File: config.mk
export PLATFORM = sky130hd
export DESIGN_NAME = memory_hole_smram_decode
export DESIGN_NICKNAME = d
export VERILOG_FILES = /design/src/verilog/placeholder_unused.sv /design/src/verilog/mem_map_pkg.sv /design/src/verilog/window_match.sv /design/src/verilog/region_bounds.sv /design/src/verilog/memory_hole_smram_decode.sv
export SDC_FILE = /design/constraint.sdc
export NUM_CORES = 1
export LEC_CHECK = 0
export BUFFER_PORTS_ARGS = -buffer_cell sky130_fd_sc_hd__buf_2
export CORE_AREA = 2 2 320 322
export DETAILED_ROUTE_END_ITERATION = 6
export DIE_AREA = 0 0 322 324
export RECOVER_POWER = 100
export REMOVE_ABC_BUFFERS = 1
export SETUP_SLACK_MARGIN = 0.05
export SYNTH_ARGS = -nofsm -noshare
export SYNTH_HDL_FRONTEND = slang
export SYNTH_SLANG_ARGS = --single-unit
export TNS_END_PERCENT = 20
File: constraint.sdc
create_clock -name sys_clk_in -period 14.45 [get_ports sys_clk_in]
set_clock_uncertainty 0.1 [all_clocks]
set_input_delay 2.89 -clock sys_clk_in [delete_from_list [all_inputs] [get_ports sys_clk_in]]
set_output_delay 2.89 -clock sys_clk_in [all_outputs]
set_load 0.01 [all_outputs]
File: src/verilog/placeholder_unused.sv
`timescale 1ns/1ps
`default_nettype none
`default_nettype wire

File: src/verilog/mem_map_pkg.sv
`default_nettype none
package mem_map_pkg;

  // ==========================================================
  // Register map
  localparam logic [7:0]  LEGACY_CTRL_OFFSET = 8'h97;
  localparam logic [7:0]  LEGACY_CTRL_RESET  = 8'h00;
  localparam int          HOLE_EN_BIT        = 7;

  // ==========================================================
  // Address map in 1 MB units (address bits 31:20, zero extended)
  localparam int          MB_W       = 13;
  localparam logic [12:0] HOLE_MB    = 13'h00F;
  localparam logic [12:0] TOP_4G_MB  = 13'h1000;
  localparam logic [12:0] TOP_2G_MB  = 13'h0800;
  localparam logic [12:0] USABLE_RST = 13'h0000;

  // ==========================================================
  // Reserved-area size codes
  localparam logic [1:0]  SEG_1MB  = 2'h0;
  localparam logic [1:0]  SEG_2MB  = 2'h1;
  localparam logic [1:0]  SEG_8MB  = 2'h2;
  localparam logic [2:0]  GFX_1MB  = 3'h1;
  localparam logic [2:0]  GFX_4MB  = 3'h2;
  localparam logic [2:0]  GFX_8MB  = 3'h3;
  localparam logic [2:0]  GFX_16MB = 3'h4;
  localparam logic [2:0]  GFX_32MB = 3'h5;
  localparam logic [2:0]  GFX_64MB = 3'h6;

  // ==========================================================
  // Exception window slots
  localparam int WIN_EGRESS   = 0;
  localparam int WIN_CTRL     = 1;
  localparam int WIN_LINKREG  = 2;
  localparam int WIN_PCIE_CFG = 3;
  localparam int WIN_APER     = 4;
  localparam int WIN_GTT      = 5;
  localparam int WIN_GREG0    = 6;
  localparam int WIN_GREG1    = 7;
  localparam int WIN_PCIE_MEM = 8;
  localparam int WIN_PCIE_PRE = 9;
  localparam int WIN_N        = 10;

  // ==========================================================
  // Types
  typedef enum logic [1:0] {
    SRC_CPU, SRC_LINK, SRC_PCIE, SRC_GFX
  } source_t;

  typedef enum logic [2:0] {
    TGT_DRAM, TGT_LINK, TGT_PCIE, TGT_PCIE_CFG,
    TGT_GFX, TGT_INTERNAL, TGT_INVALID
  } target_t;

  typedef struct packed {
    logic        valid;
    source_t     src;
    logic        smm;
    logic        wb;
    logic        write;
    logic [7:0]  be;
    logic [31:0] addr;
  } request_t;

  typedef struct packed {
    logic        valid;
    target_t     tgt;
    logic        write;
    logic [7:0]  be;
    logic [31:0] addr;
    logic [7:0]  bus;
    logic [4:0]  dev;
    logic [2:0]  func;
  } route_t;

  typedef struct packed {
    logic        en;
    logic [31:0] base;
    logic [31:0] limit;
  } window_t;

  // ==========================================================
  // Size decoders
  function automatic logic [12:0] seg_mb(input logic [1:0] code);
    case (code)
      SEG_2MB: seg_mb = 13'h002;
      SEG_8MB: seg_mb = 13'h008;
      default: seg_mb = 13'h001;
    endcase
  endfunction

  function automatic logic [12:0] stolen_mb(input logic [2:0] code);
    case (code)
      GFX_1MB:  stolen_mb = 13'h001;
      GFX_4MB:  stolen_mb = 13'h004;
      GFX_8MB:  stolen_mb = 13'h008;
      GFX_16MB: stolen_mb = 13'h010;
      GFX_32MB: stolen_mb = 13'h020;
      GFX_64MB: stolen_mb = 13'h040;
      default:  stolen_mb = 13'h000;
    endcase
  endfunction

endpackage
`default_nettype wire

File: src/verilog/window_match.sv
`timescale 1ns/1ps
`default_nettype none
module window_match #(
  parameter bit EXCLUSIVE = 1'b0
) (
  // Address and window
  input  wire logic [31:0]          addr_in,
  input  wire mem_map_pkg::window_t win_in,
  // Result
  output logic                      hit_out
);
  import mem_map_pkg::*;

  // Base/limit compare, open or closed interval
  always_comb begin
    if (EXCLUSIVE) begin
      hit_out = win_in.en && (addr_in > win_in.base)
                && (addr_in < win_in.limit);
    end else begin
      hit_out = win_in.en && (addr_in >= win_in.base)
                && (addr_in <= win_in.limit);
    end
  end

endmodule // window_match
`default_nettype wire

File: src/verilog/region_bounds.sv
`timescale 1ns/1ps
`default_nettype none
module region_bounds (
  // Configuration
  input  wire logic [12:0] top_usable_mb_in,
  input  wire logic        gfx_en_in,
  input  wire logic [2:0]  gfx_size_in,
  input  wire logic        top_seg_en_in,
  input  wire logic [1:0]  top_seg_size_in,
  // Derived bounds in MB
  output logic [12:0]      stolen_base_out,
  output logic [12:0]      seg_base_out
);
  import mem_map_pkg::*;

  logic [12:0] stolen_sz;
  logic [12:0] seg_sz;

  // Graphics area at the top, protected segment right below it
  always_comb begin
    stolen_sz       = gfx_en_in ? stolen_mb(gfx_size_in) : 13'h000;
    seg_sz          = top_seg_en_in ? seg_mb(top_seg_size_in) : 13'h000;
    stolen_base_out = top_usable_mb_in - stolen_sz;
    seg_base_out    = stolen_base_out - seg_sz;
  end

endmodule // region_bounds
`default_nettype wire

File: src/verilog/memory_hole_smram_decode.sv
`timescale 1ns/1ps
`default_nettype none
// Overview of operation
// (RULE1) Hole bit opens 15-16 MB hole
// (RULE2) Hole accesses go to south-bridge link
// (RULE3) DRAM behind hole is never relocated
// (RULE4) Protected segment 1/2/8 MB below graphics
// (RULE5) SMM processor access reaches same DRAM address
// (RULE6) Foreign hits become invalid, address zero
// (RULE7) Extended mode: non-SMM or non-WB invalid
// (RULE8) Non-SMM write-backs still complete to DRAM
// (RULE9) Usable memory excludes protected segment size
// (RULE10) Graphics area 1-64 MB, excluded from memory
// (RULE11) Software initialises reserved areas first
// (RULE12) Above usable DRAM defaults to link
// (RULE13) Internal register windows claimed internally
// (RULE14) PCIe memory windows route to PCIe; code sends the prefetchable window's own base and limit to link
// (RULE15) Config window routed by bus/dev/func
// (RULE16) Graphics windows route to internal graphics
// (RULE17) Software keeps windows off fixed areas
// (RULE18) Windows win over default link route
module memory_hole_smram_decode #(
  parameter logic [12:0] ADDR_TOP_MB = mem_map_pkg::TOP_4G_MB
) (
  // Clock and reset
  input  wire logic                 sys_clk_in,
  input  wire logic                 srst_in,
  // Configuration register port
  input  wire logic [7:0]           cfg_addr_in,
  input  wire logic                 cfg_wr_in,
  input  wire logic                 cfg_rd_in,
  input  wire logic [7:0]           cfg_wdata_in,
  output logic [7:0]                cfg_rdata_out,
  // Memory map configuration
  input  wire logic [12:0]          top_usable_mb_in,
  input  wire logic                 top_seg_en_in,
  input  wire logic [1:0]           top_seg_size_in,
  input  wire logic                 ext_smram_en_in,
  input  wire logic                 gfx_en_in,
  input  wire logic [2:0]           gfx_size_in,
  input  wire logic                 pcie_mem_en_in,
  input  wire mem_map_pkg::window_t [mem_map_pkg::WIN_N-1:0] win_in,
  // Request and decoded route
  input  wire mem_map_pkg::request_t req_in,
  output mem_map_pkg::route_t       route_out,
  output logic [12:0]               usable_mb_out
);
  import mem_map_pkg::*;

  // ==========================================================
  // Declarations
  logic [7:0]       legacy_access_control_ff;
  logic [7:0]       nxt_legacy_access_control;
  logic [7:0]       rdata_ff;
  logic [7:0]       nxt_rdata;
  route_t           route_ff;
  route_t           nxt_route;
  logic [12:0]      usable_ff;
  logic [12:0]      nxt_usable;
  logic [12:0]      stolen_base;
  logic [12:0]      seg_base;
  logic [WIN_N-1:0] hit;
  logic [12:0]      mb_c;
  logic             below_c;
  logic             hole_c;
  logic             in_seg_c;
  logic             in_stolen_c;
  logic             seg_pass_c;
  logic             bar_hit_c;
  logic             gfx_hit_c;
  logic             pcie_hit_c;

  // ==========================================================
  // Reserved area bounds
  region_bounds u_bounds (
    .top_usable_mb_in (top_usable_mb_in),
    .gfx_en_in        (gfx_en_in),
    .gfx_size_in      (gfx_size_in),
    .top_seg_en_in    (top_seg_en_in),
    .top_seg_size_in  (top_seg_size_in),
    .stolen_base_out  (stolen_base),
    .seg_base_out     (seg_base)
  );

  // ==========================================================
  // Exception windows; only the prefetchable one is an open interval, excluding base and limit
  for (genvar i = 0; i < WIN_N; i++) begin : g_win
    window_match #(
      .EXCLUSIVE (i == WIN_PCIE_PRE)
    ) u_match (
      .addr_in                (req_in.addr),
      .win_in                 (win_in[i]),
      .hit_out                (hit[i])
    );
  end

  // ==========================================================
  // Configuration register next state
  always_comb begin
    nxt_legacy_access_control = legacy_access_control_ff;
    nxt_rdata                 = 8'h00;
    if (cfg_wr_in && (cfg_addr_in == LEGACY_CTRL_OFFSET)) begin
      nxt_legacy_access_control = cfg_wdata_in;
    end
    if (cfg_rd_in && (cfg_addr_in == LEGACY_CTRL_OFFSET)) begin
      nxt_rdata = legacy_access_control_ff;
    end
  end

  // Configuration registers
  always_ff @(posedge sys_clk_in) begin
    if (srst_in) begin
      legacy_access_control_ff <= LEGACY_CTRL_RESET;
      rdata_ff                 <= 8'h00;
    end else begin
      legacy_access_control_ff <= nxt_legacy_access_control;
      rdata_ff                 <= nxt_rdata;
    end
  end

  // ==========================================================
  // Region classification
  always_comb begin
    mb_c        = {1'b0, req_in.addr[31:20]};
    below_c     = mb_c < top_usable_mb_in;
    hole_c      = legacy_access_control_ff[HOLE_EN_BIT]
                  && (mb_c == HOLE_MB);                      // [RULE1]
    in_stolen_c = gfx_en_in && below_c
                  && (mb_c >= stolen_base);                  // [RULE10]
    in_seg_c    = top_seg_en_in && (mb_c >= seg_base)
                  && (mb_c < stolen_base);                   // [RULE4]
    // SMM access passes unless extended mode also needs WB
    seg_pass_c  = (req_in.smm && (req_in.wb || !ext_smram_en_in)) // [RULE7]
                  || (!req_in.smm && req_in.wb && req_in.write); // [RULE8]
    bar_hit_c   = hit[WIN_EGRESS] || hit[WIN_CTRL]
                  || hit[WIN_LINKREG];
    gfx_hit_c   = gfx_en_in && (hit[WIN_APER] || hit[WIN_GTT]
                  || hit[WIN_GREG0] || hit[WIN_GREG1]);
    pcie_hit_c  = pcie_mem_en_in
                  && (hit[WIN_PCIE_MEM] || hit[WIN_PCIE_PRE]);
  end

  // ==========================================================
  // Route decision
  always_comb begin
    nxt_route = '0;
    if (req_in.valid) begin
      nxt_route.valid = 1'b1;
      nxt_route.write = req_in.write;
      nxt_route.be    = req_in.be;
      nxt_route.addr  = req_in.addr;                 // [RULE3] [RULE5]
      if (below_c) begin
        if (hole_c) begin
          nxt_route.tgt = TGT_LINK;                  // [RULE2]
        end else if (in_seg_c) begin
          if (req_in.src != SRC_CPU) begin
            nxt_route.tgt = TGT_INVALID;             // [RULE6]
          end else if (seg_pass_c) begin
            nxt_route.tgt = TGT_DRAM;                // [RULE5] [RULE8]
          end else begin
            nxt_route.tgt = TGT_INVALID;             // [RULE7]
          end
        end else if (in_stolen_c) begin
          // Graphics area is reserved for the graphics engine
          nxt_route.tgt = (req_in.src == SRC_GFX) ? TGT_DRAM
                                                   : TGT_INVALID; // [RULE10]
        end else begin
          nxt_route.tgt = TGT_DRAM;
        end
      end else if (mb_c >= ADDR_TOP_MB) begin
        nxt_route.tgt = TGT_LINK;                    // [RULE12]
      end else if (bar_hit_c) begin
        nxt_route.tgt = TGT_INTERNAL;                // [RULE13] [RULE18]
      end else if (hit[WIN_PCIE_CFG]) begin
        nxt_route.tgt  = TGT_PCIE_CFG;               // [RULE15]
        nxt_route.bus  = req_in.addr[27:20];
        nxt_route.dev  = req_in.addr[19:15];
        nxt_route.func = req_in.addr[14:12];
      end else if (gfx_hit_c) begin
        nxt_route.tgt = TGT_GFX;                     // [RULE16]
      end else if (pcie_hit_c) begin
        nxt_route.tgt = TGT_PCIE;                    // [RULE14]
      end else begin
        nxt_route.tgt = TGT_LINK;                    // [RULE12] [RULE18]
      end
      // Invalid cycles go to location zero, writes lose all lanes
      if (nxt_route.tgt == TGT_INVALID) begin
        nxt_route.addr = 32'h0000_0000;              // [RULE6]
        if (req_in.write) begin
          nxt_route.be = 8'h00;                      // [RULE6]
        end
      end
    end
  end

  // Usable memory below the reserved areas
  always_comb begin
    nxt_usable = seg_base;                           // [RULE9] [RULE11]
  end

  // Route and size registers
  always_ff @(posedge sys_clk_in) begin
    if (srst_in) begin
      route_ff  <= '0;
      usable_ff <= USABLE_RST;
    end else begin
      route_ff  <= nxt_route;
      usable_ff <= nxt_usable;
    end
  end

  // Registered outputs
  assign route_out     = route_ff;
  assign usable_mb_out = usable_ff;
  assign cfg_rdata_out = rdata_ff;
endmodule // memory_hole_smram_decode
`default_nettype wire

==> out/results.tsv <==
stage	metric	value	unit
timing	min Tclk post-route	8.77	ns
global_routing	met2 usage	35.9	%
global_routing	met3 Usage GRT	3.35	%
global_routing	first-pass GRT wire length	148	mm
synthesis	EDFF count, synth	0	
synthesis	distinct cell type count of the synthesized netlist	75	
layout	FF/Latch Area	0.00180	mm2
synthesis	mux cell area share after synthesis	0.569	%
timing	Setup TNS	0	ns
power	Static Leak	15.6	nW
job	MaxCap Viol Count	2	
place	HPWL after DPL	92.0	mm
timing	actual slew at the worst max-slew pin	1.81	ns
cts	clk_lat worst skew	0.38	ns
power	clock share of power	20.9	%
floorplan	Initial Util	20.0	%
power	internal power	0.688	mW
hold_path	hold_sp	legacy_access_control_ff[2]$_SDFFE_PP0P_	
worst_setup_path	Crit path arrival time	8.98	ns
drt	remaining antenna violation count after routing	0	
cts	Gates resized, CTS repair	0	
synthesis	ys async rst share	0	%
timing	final setup fails	0	
cts	CTS Buffer Depth	2	
drt	First-pass DRT Iterations	5	
floorplan	# IOs	820	
synthesis	Main synth FF type	dfxtp_1	
global_routing	largest net degree at the start of global routing	29	
hold_path	Hold Path Class	flop to flop	
timing	RSZ-0062 raised after global routing	no	
drt	vias post-DR	22500	
floorplan	die width	322	um
timing	worst setup margin	5.68	ns
timing	Final Hold Fails	0	
layout	commonest non-fill, non-tap cells in the layout	734 x buf_2, 682 x ha_1, 669 x inv_1	
synthesis	Mapped Cells	2704	
place	pre-CTS setup slack	6.12	ns
layout	final-stage net count	4974	
worst_setup_path	CP Capture Type	flop	
place	GP Congestion	0.896	
worst_setup_path	r2r startpoint	legacy_access_control_ff[7]$_SDFFE_PP0P_	
power	Reg power frac	21.5	%
power	Peak VDD IR	0.0000851	V
cts	Clock transition at path regs	0.08	ns
drt	Post-route DRC	0	
drt	DRT iter0 DRCs	936	
layout	share of cells above drive strength 1	22.4	%
synthesis	Post-Synth Simple-Gate Area	15.6	%
drt	average wire per standard cell	21.6	um
global_routing	vias in the first global route	22500	
synthesis	Synth Cell Area	0.0202	mm2
cts	clk root buf	clkbuf_16	
worst_setup_path	WS Path Type	input port to flop	
floorplan	die area	0.104	mm2
worst_setup_path	worst-path maximum fanout	16	
synthesis	compound-cell area share of the yosys netlist	18.8	%
global_routing	Total Routing Usage GR	19.6	%
floorplan	standard-cell rows	117	
floorplan	Die Y	324	um
synthesis	synthesized-area fraction occupied by adder cells	42.3	%
cts	H-Tree Level Count	3	
synthesis	largest family of logic cells by synthesized area	adder cells	
synthesis	xor-xnor portion of the synthesized cell area	1.02	%
run_status	status	finished, violations left	
synthesis	Synth Warn #	0	
timing	count of final max-slew check failures	39	
cts	CTS tree	built	
layout	filler cell count in the final layout	11300	
global_routing	GRT busiest layer	met2	
worst_setup_path	worst setup path start	gfx_en_in	
timing	fin crit share	60.7	%
cts	cts hold-fix bufs	0	
layout	commonest non-fill, non-tap cell in the layout	buf_2	
timing	relative slew slack	-20.9	%
drt	vias per inst	4.62	
global_routing	GRT Residual Overflow	0	
synthesis	Yosys reg bits	90	
global_routing	initial antenna violation count	45	
timing	Max Fclk	114	MHz
worst_setup_path	worst path required time	14.66	ns
cts	Sink Count	90	
layout	Area Growth Syn to Fin	30.4	%
place	Inst Count DP	4851	
power	pwr/cell area	46.4	mW/mm2
worst_setup_path	critical path launch point type	input port	
layout	Cell Count, Final, Fillers Out	4883	
layout	area of the multi-input gates	0.0158	mm2
power	Switching Fraction	43.8	%
drt	final wirelength	106	mm
power	switching power	0.536	mW
place	IO Port Bufs	819	
cts	CTS buffer count	9	
run_status	failing checks	max-capacitance violations, max-slew violations	
floorplan	Core Area	0.101	mm2
synthesis	Mean Syn Cell Area	7.48	um2
power	Comb pwr share	57.6	%
cts	post-CTS setup buffer count	0	
synthesis	Seq/Total Area, Yosys	8.91	%
global_routing	met1 usage	23.2	%
## kinds of logic (layout without fill, tap and decap cells)
group | Yosys count | in the layout
buffers and inverters | 684 | 1538
adder cells (fa/ha/maj) | 683 | 683
AND/OR/NAND/NOR | 612 | 612
AO/OA/AOI/OAI | 603 | 603
flip-flops | 90 | 90
XOR/XNOR | 21 | 21
multiplexers | 11 | 11
other | 0 | 16
## metrics by stage
stage	hold WS (ns)	instance area, um2	power [mW]	util, %
final	0.353	26400	1.22	26.1
after global routing	0.381	26300	1.34	26.1
after floorplan	0.330	20100	0.647	-
after CTS	0.364	26500	1.25	26.2
after global placement	0.339	26200	0.972	25.9
after detailed placement	0.349	26200	0.983	25.9
## flip-flops by register name, summed over array words and instances (netlist names)
register                  count
cfg_rdata_out                 8
legacy_access_control_ff      8
route_out                    61
usable_mb_out                13
## cell type report
class	count	share of cell area (%)
clock inverters	7	0.351
well taps	1309	6.21
flip-flops and latches	90	6.84
repair buffers	853	16.1
multi-input cells	1930	60.0
diodes	16	0.152
clock buffers	9	0.854
inverters	669	9.53
## cells in the mapped netlist (11+ instances only)
| master | n | area, um2 |
|---|---|---|
| a211oi_1 | 33 | 248 |
| inv_1 | 669 | 2510 |
| nand3_1 | 62 | 310 |
| o21ai_0 | 93 | 465 |
| nor2_1 | 107 | 402 |
| nand4_1 | 114 | 713 |
| and3_1 | 17 | 106 |
| xnor2_1 | 12 | 105 |
| o21a_1 | 12 | 90.1 |
| dfxtp_1 | 90 | 1800 |
| a21oi_1 | 252 | 1260 |
| and2_1 | 16 | 100 |
| nand2_1 | 151 | 567 |
| nor4_1 | 31 | 194 |
| a221oi_1 | 11 | 96.3 |
| nor3_1 | 38 | 190 |
| nand2b_1 | 13 | 81.3 |
| ha_1 | 682 | 8530 |
| nor2b_1 | 18 | 113 |
| a21o_1 | 94 | 706 |
| o211ai_1 | 24 | 180 |
## routing by layer
layer,wire length (um),vias up
li1,-,11200
met4,3010,40
met5,243,-
met1,44300,10400
met3,6220,162
met2,51900,744
## worst paths after layout
check                                                    to  slack [ns]  cells after the start
worst max-delay path               route_out[24]$_SDFF_PP0_        5.68                     21
worst min-delay path            cfg_rdata_out[2]$_SDFF_PP0_        0.35                      1
worst max register to register     route_out[24]$_SDFF_PP0_       11.68                      6
worst min register to register  cfg_rdata_out[2]$_SDFF_PP0_        0.35                      1
## power groups by stage
| stage | Clock, mW | Sequential, mW | Combinational [mW] |
|---|---|---|---|
| 3_5_place_dp | 0 | 0.268 | 0.715 |
| 4_1_cts | 0.265 | 0.263 | 0.720 |
| 2_1_floorplan | 0 | 0.272 | 0.375 |
| 5_1_grt | 0.273 | 0.263 | 0.805 |
| 3_3_place_gp | 0 | 0.269 | 0.704 |
| 6_report | 0.256 | 0.263 | 0.705 |
## critical path, cell delays in order
cell and delay, ns:
clkbuf_1 0.32, inv_1 0.20, nor4b_1 0.45, ha_1 0.26, nor2b_1 0.19, nor2b_1 0.06
nor2_1 0.11, xnor2_1 0.18, ha_1 0.32, a2111oi_0 0.86, nand2_1 0.16, xnor2_1 0.25
ha_1 0.22, a211oi_1 0.05, o21ai_0 0.08, o221ai_1 0.13, a21oi_1 0.14, o21ai_0 0.11
nor4_1 0.39, mux2i_1 1.28, and3_1 0.32
(Power assumes the default switching activity.)
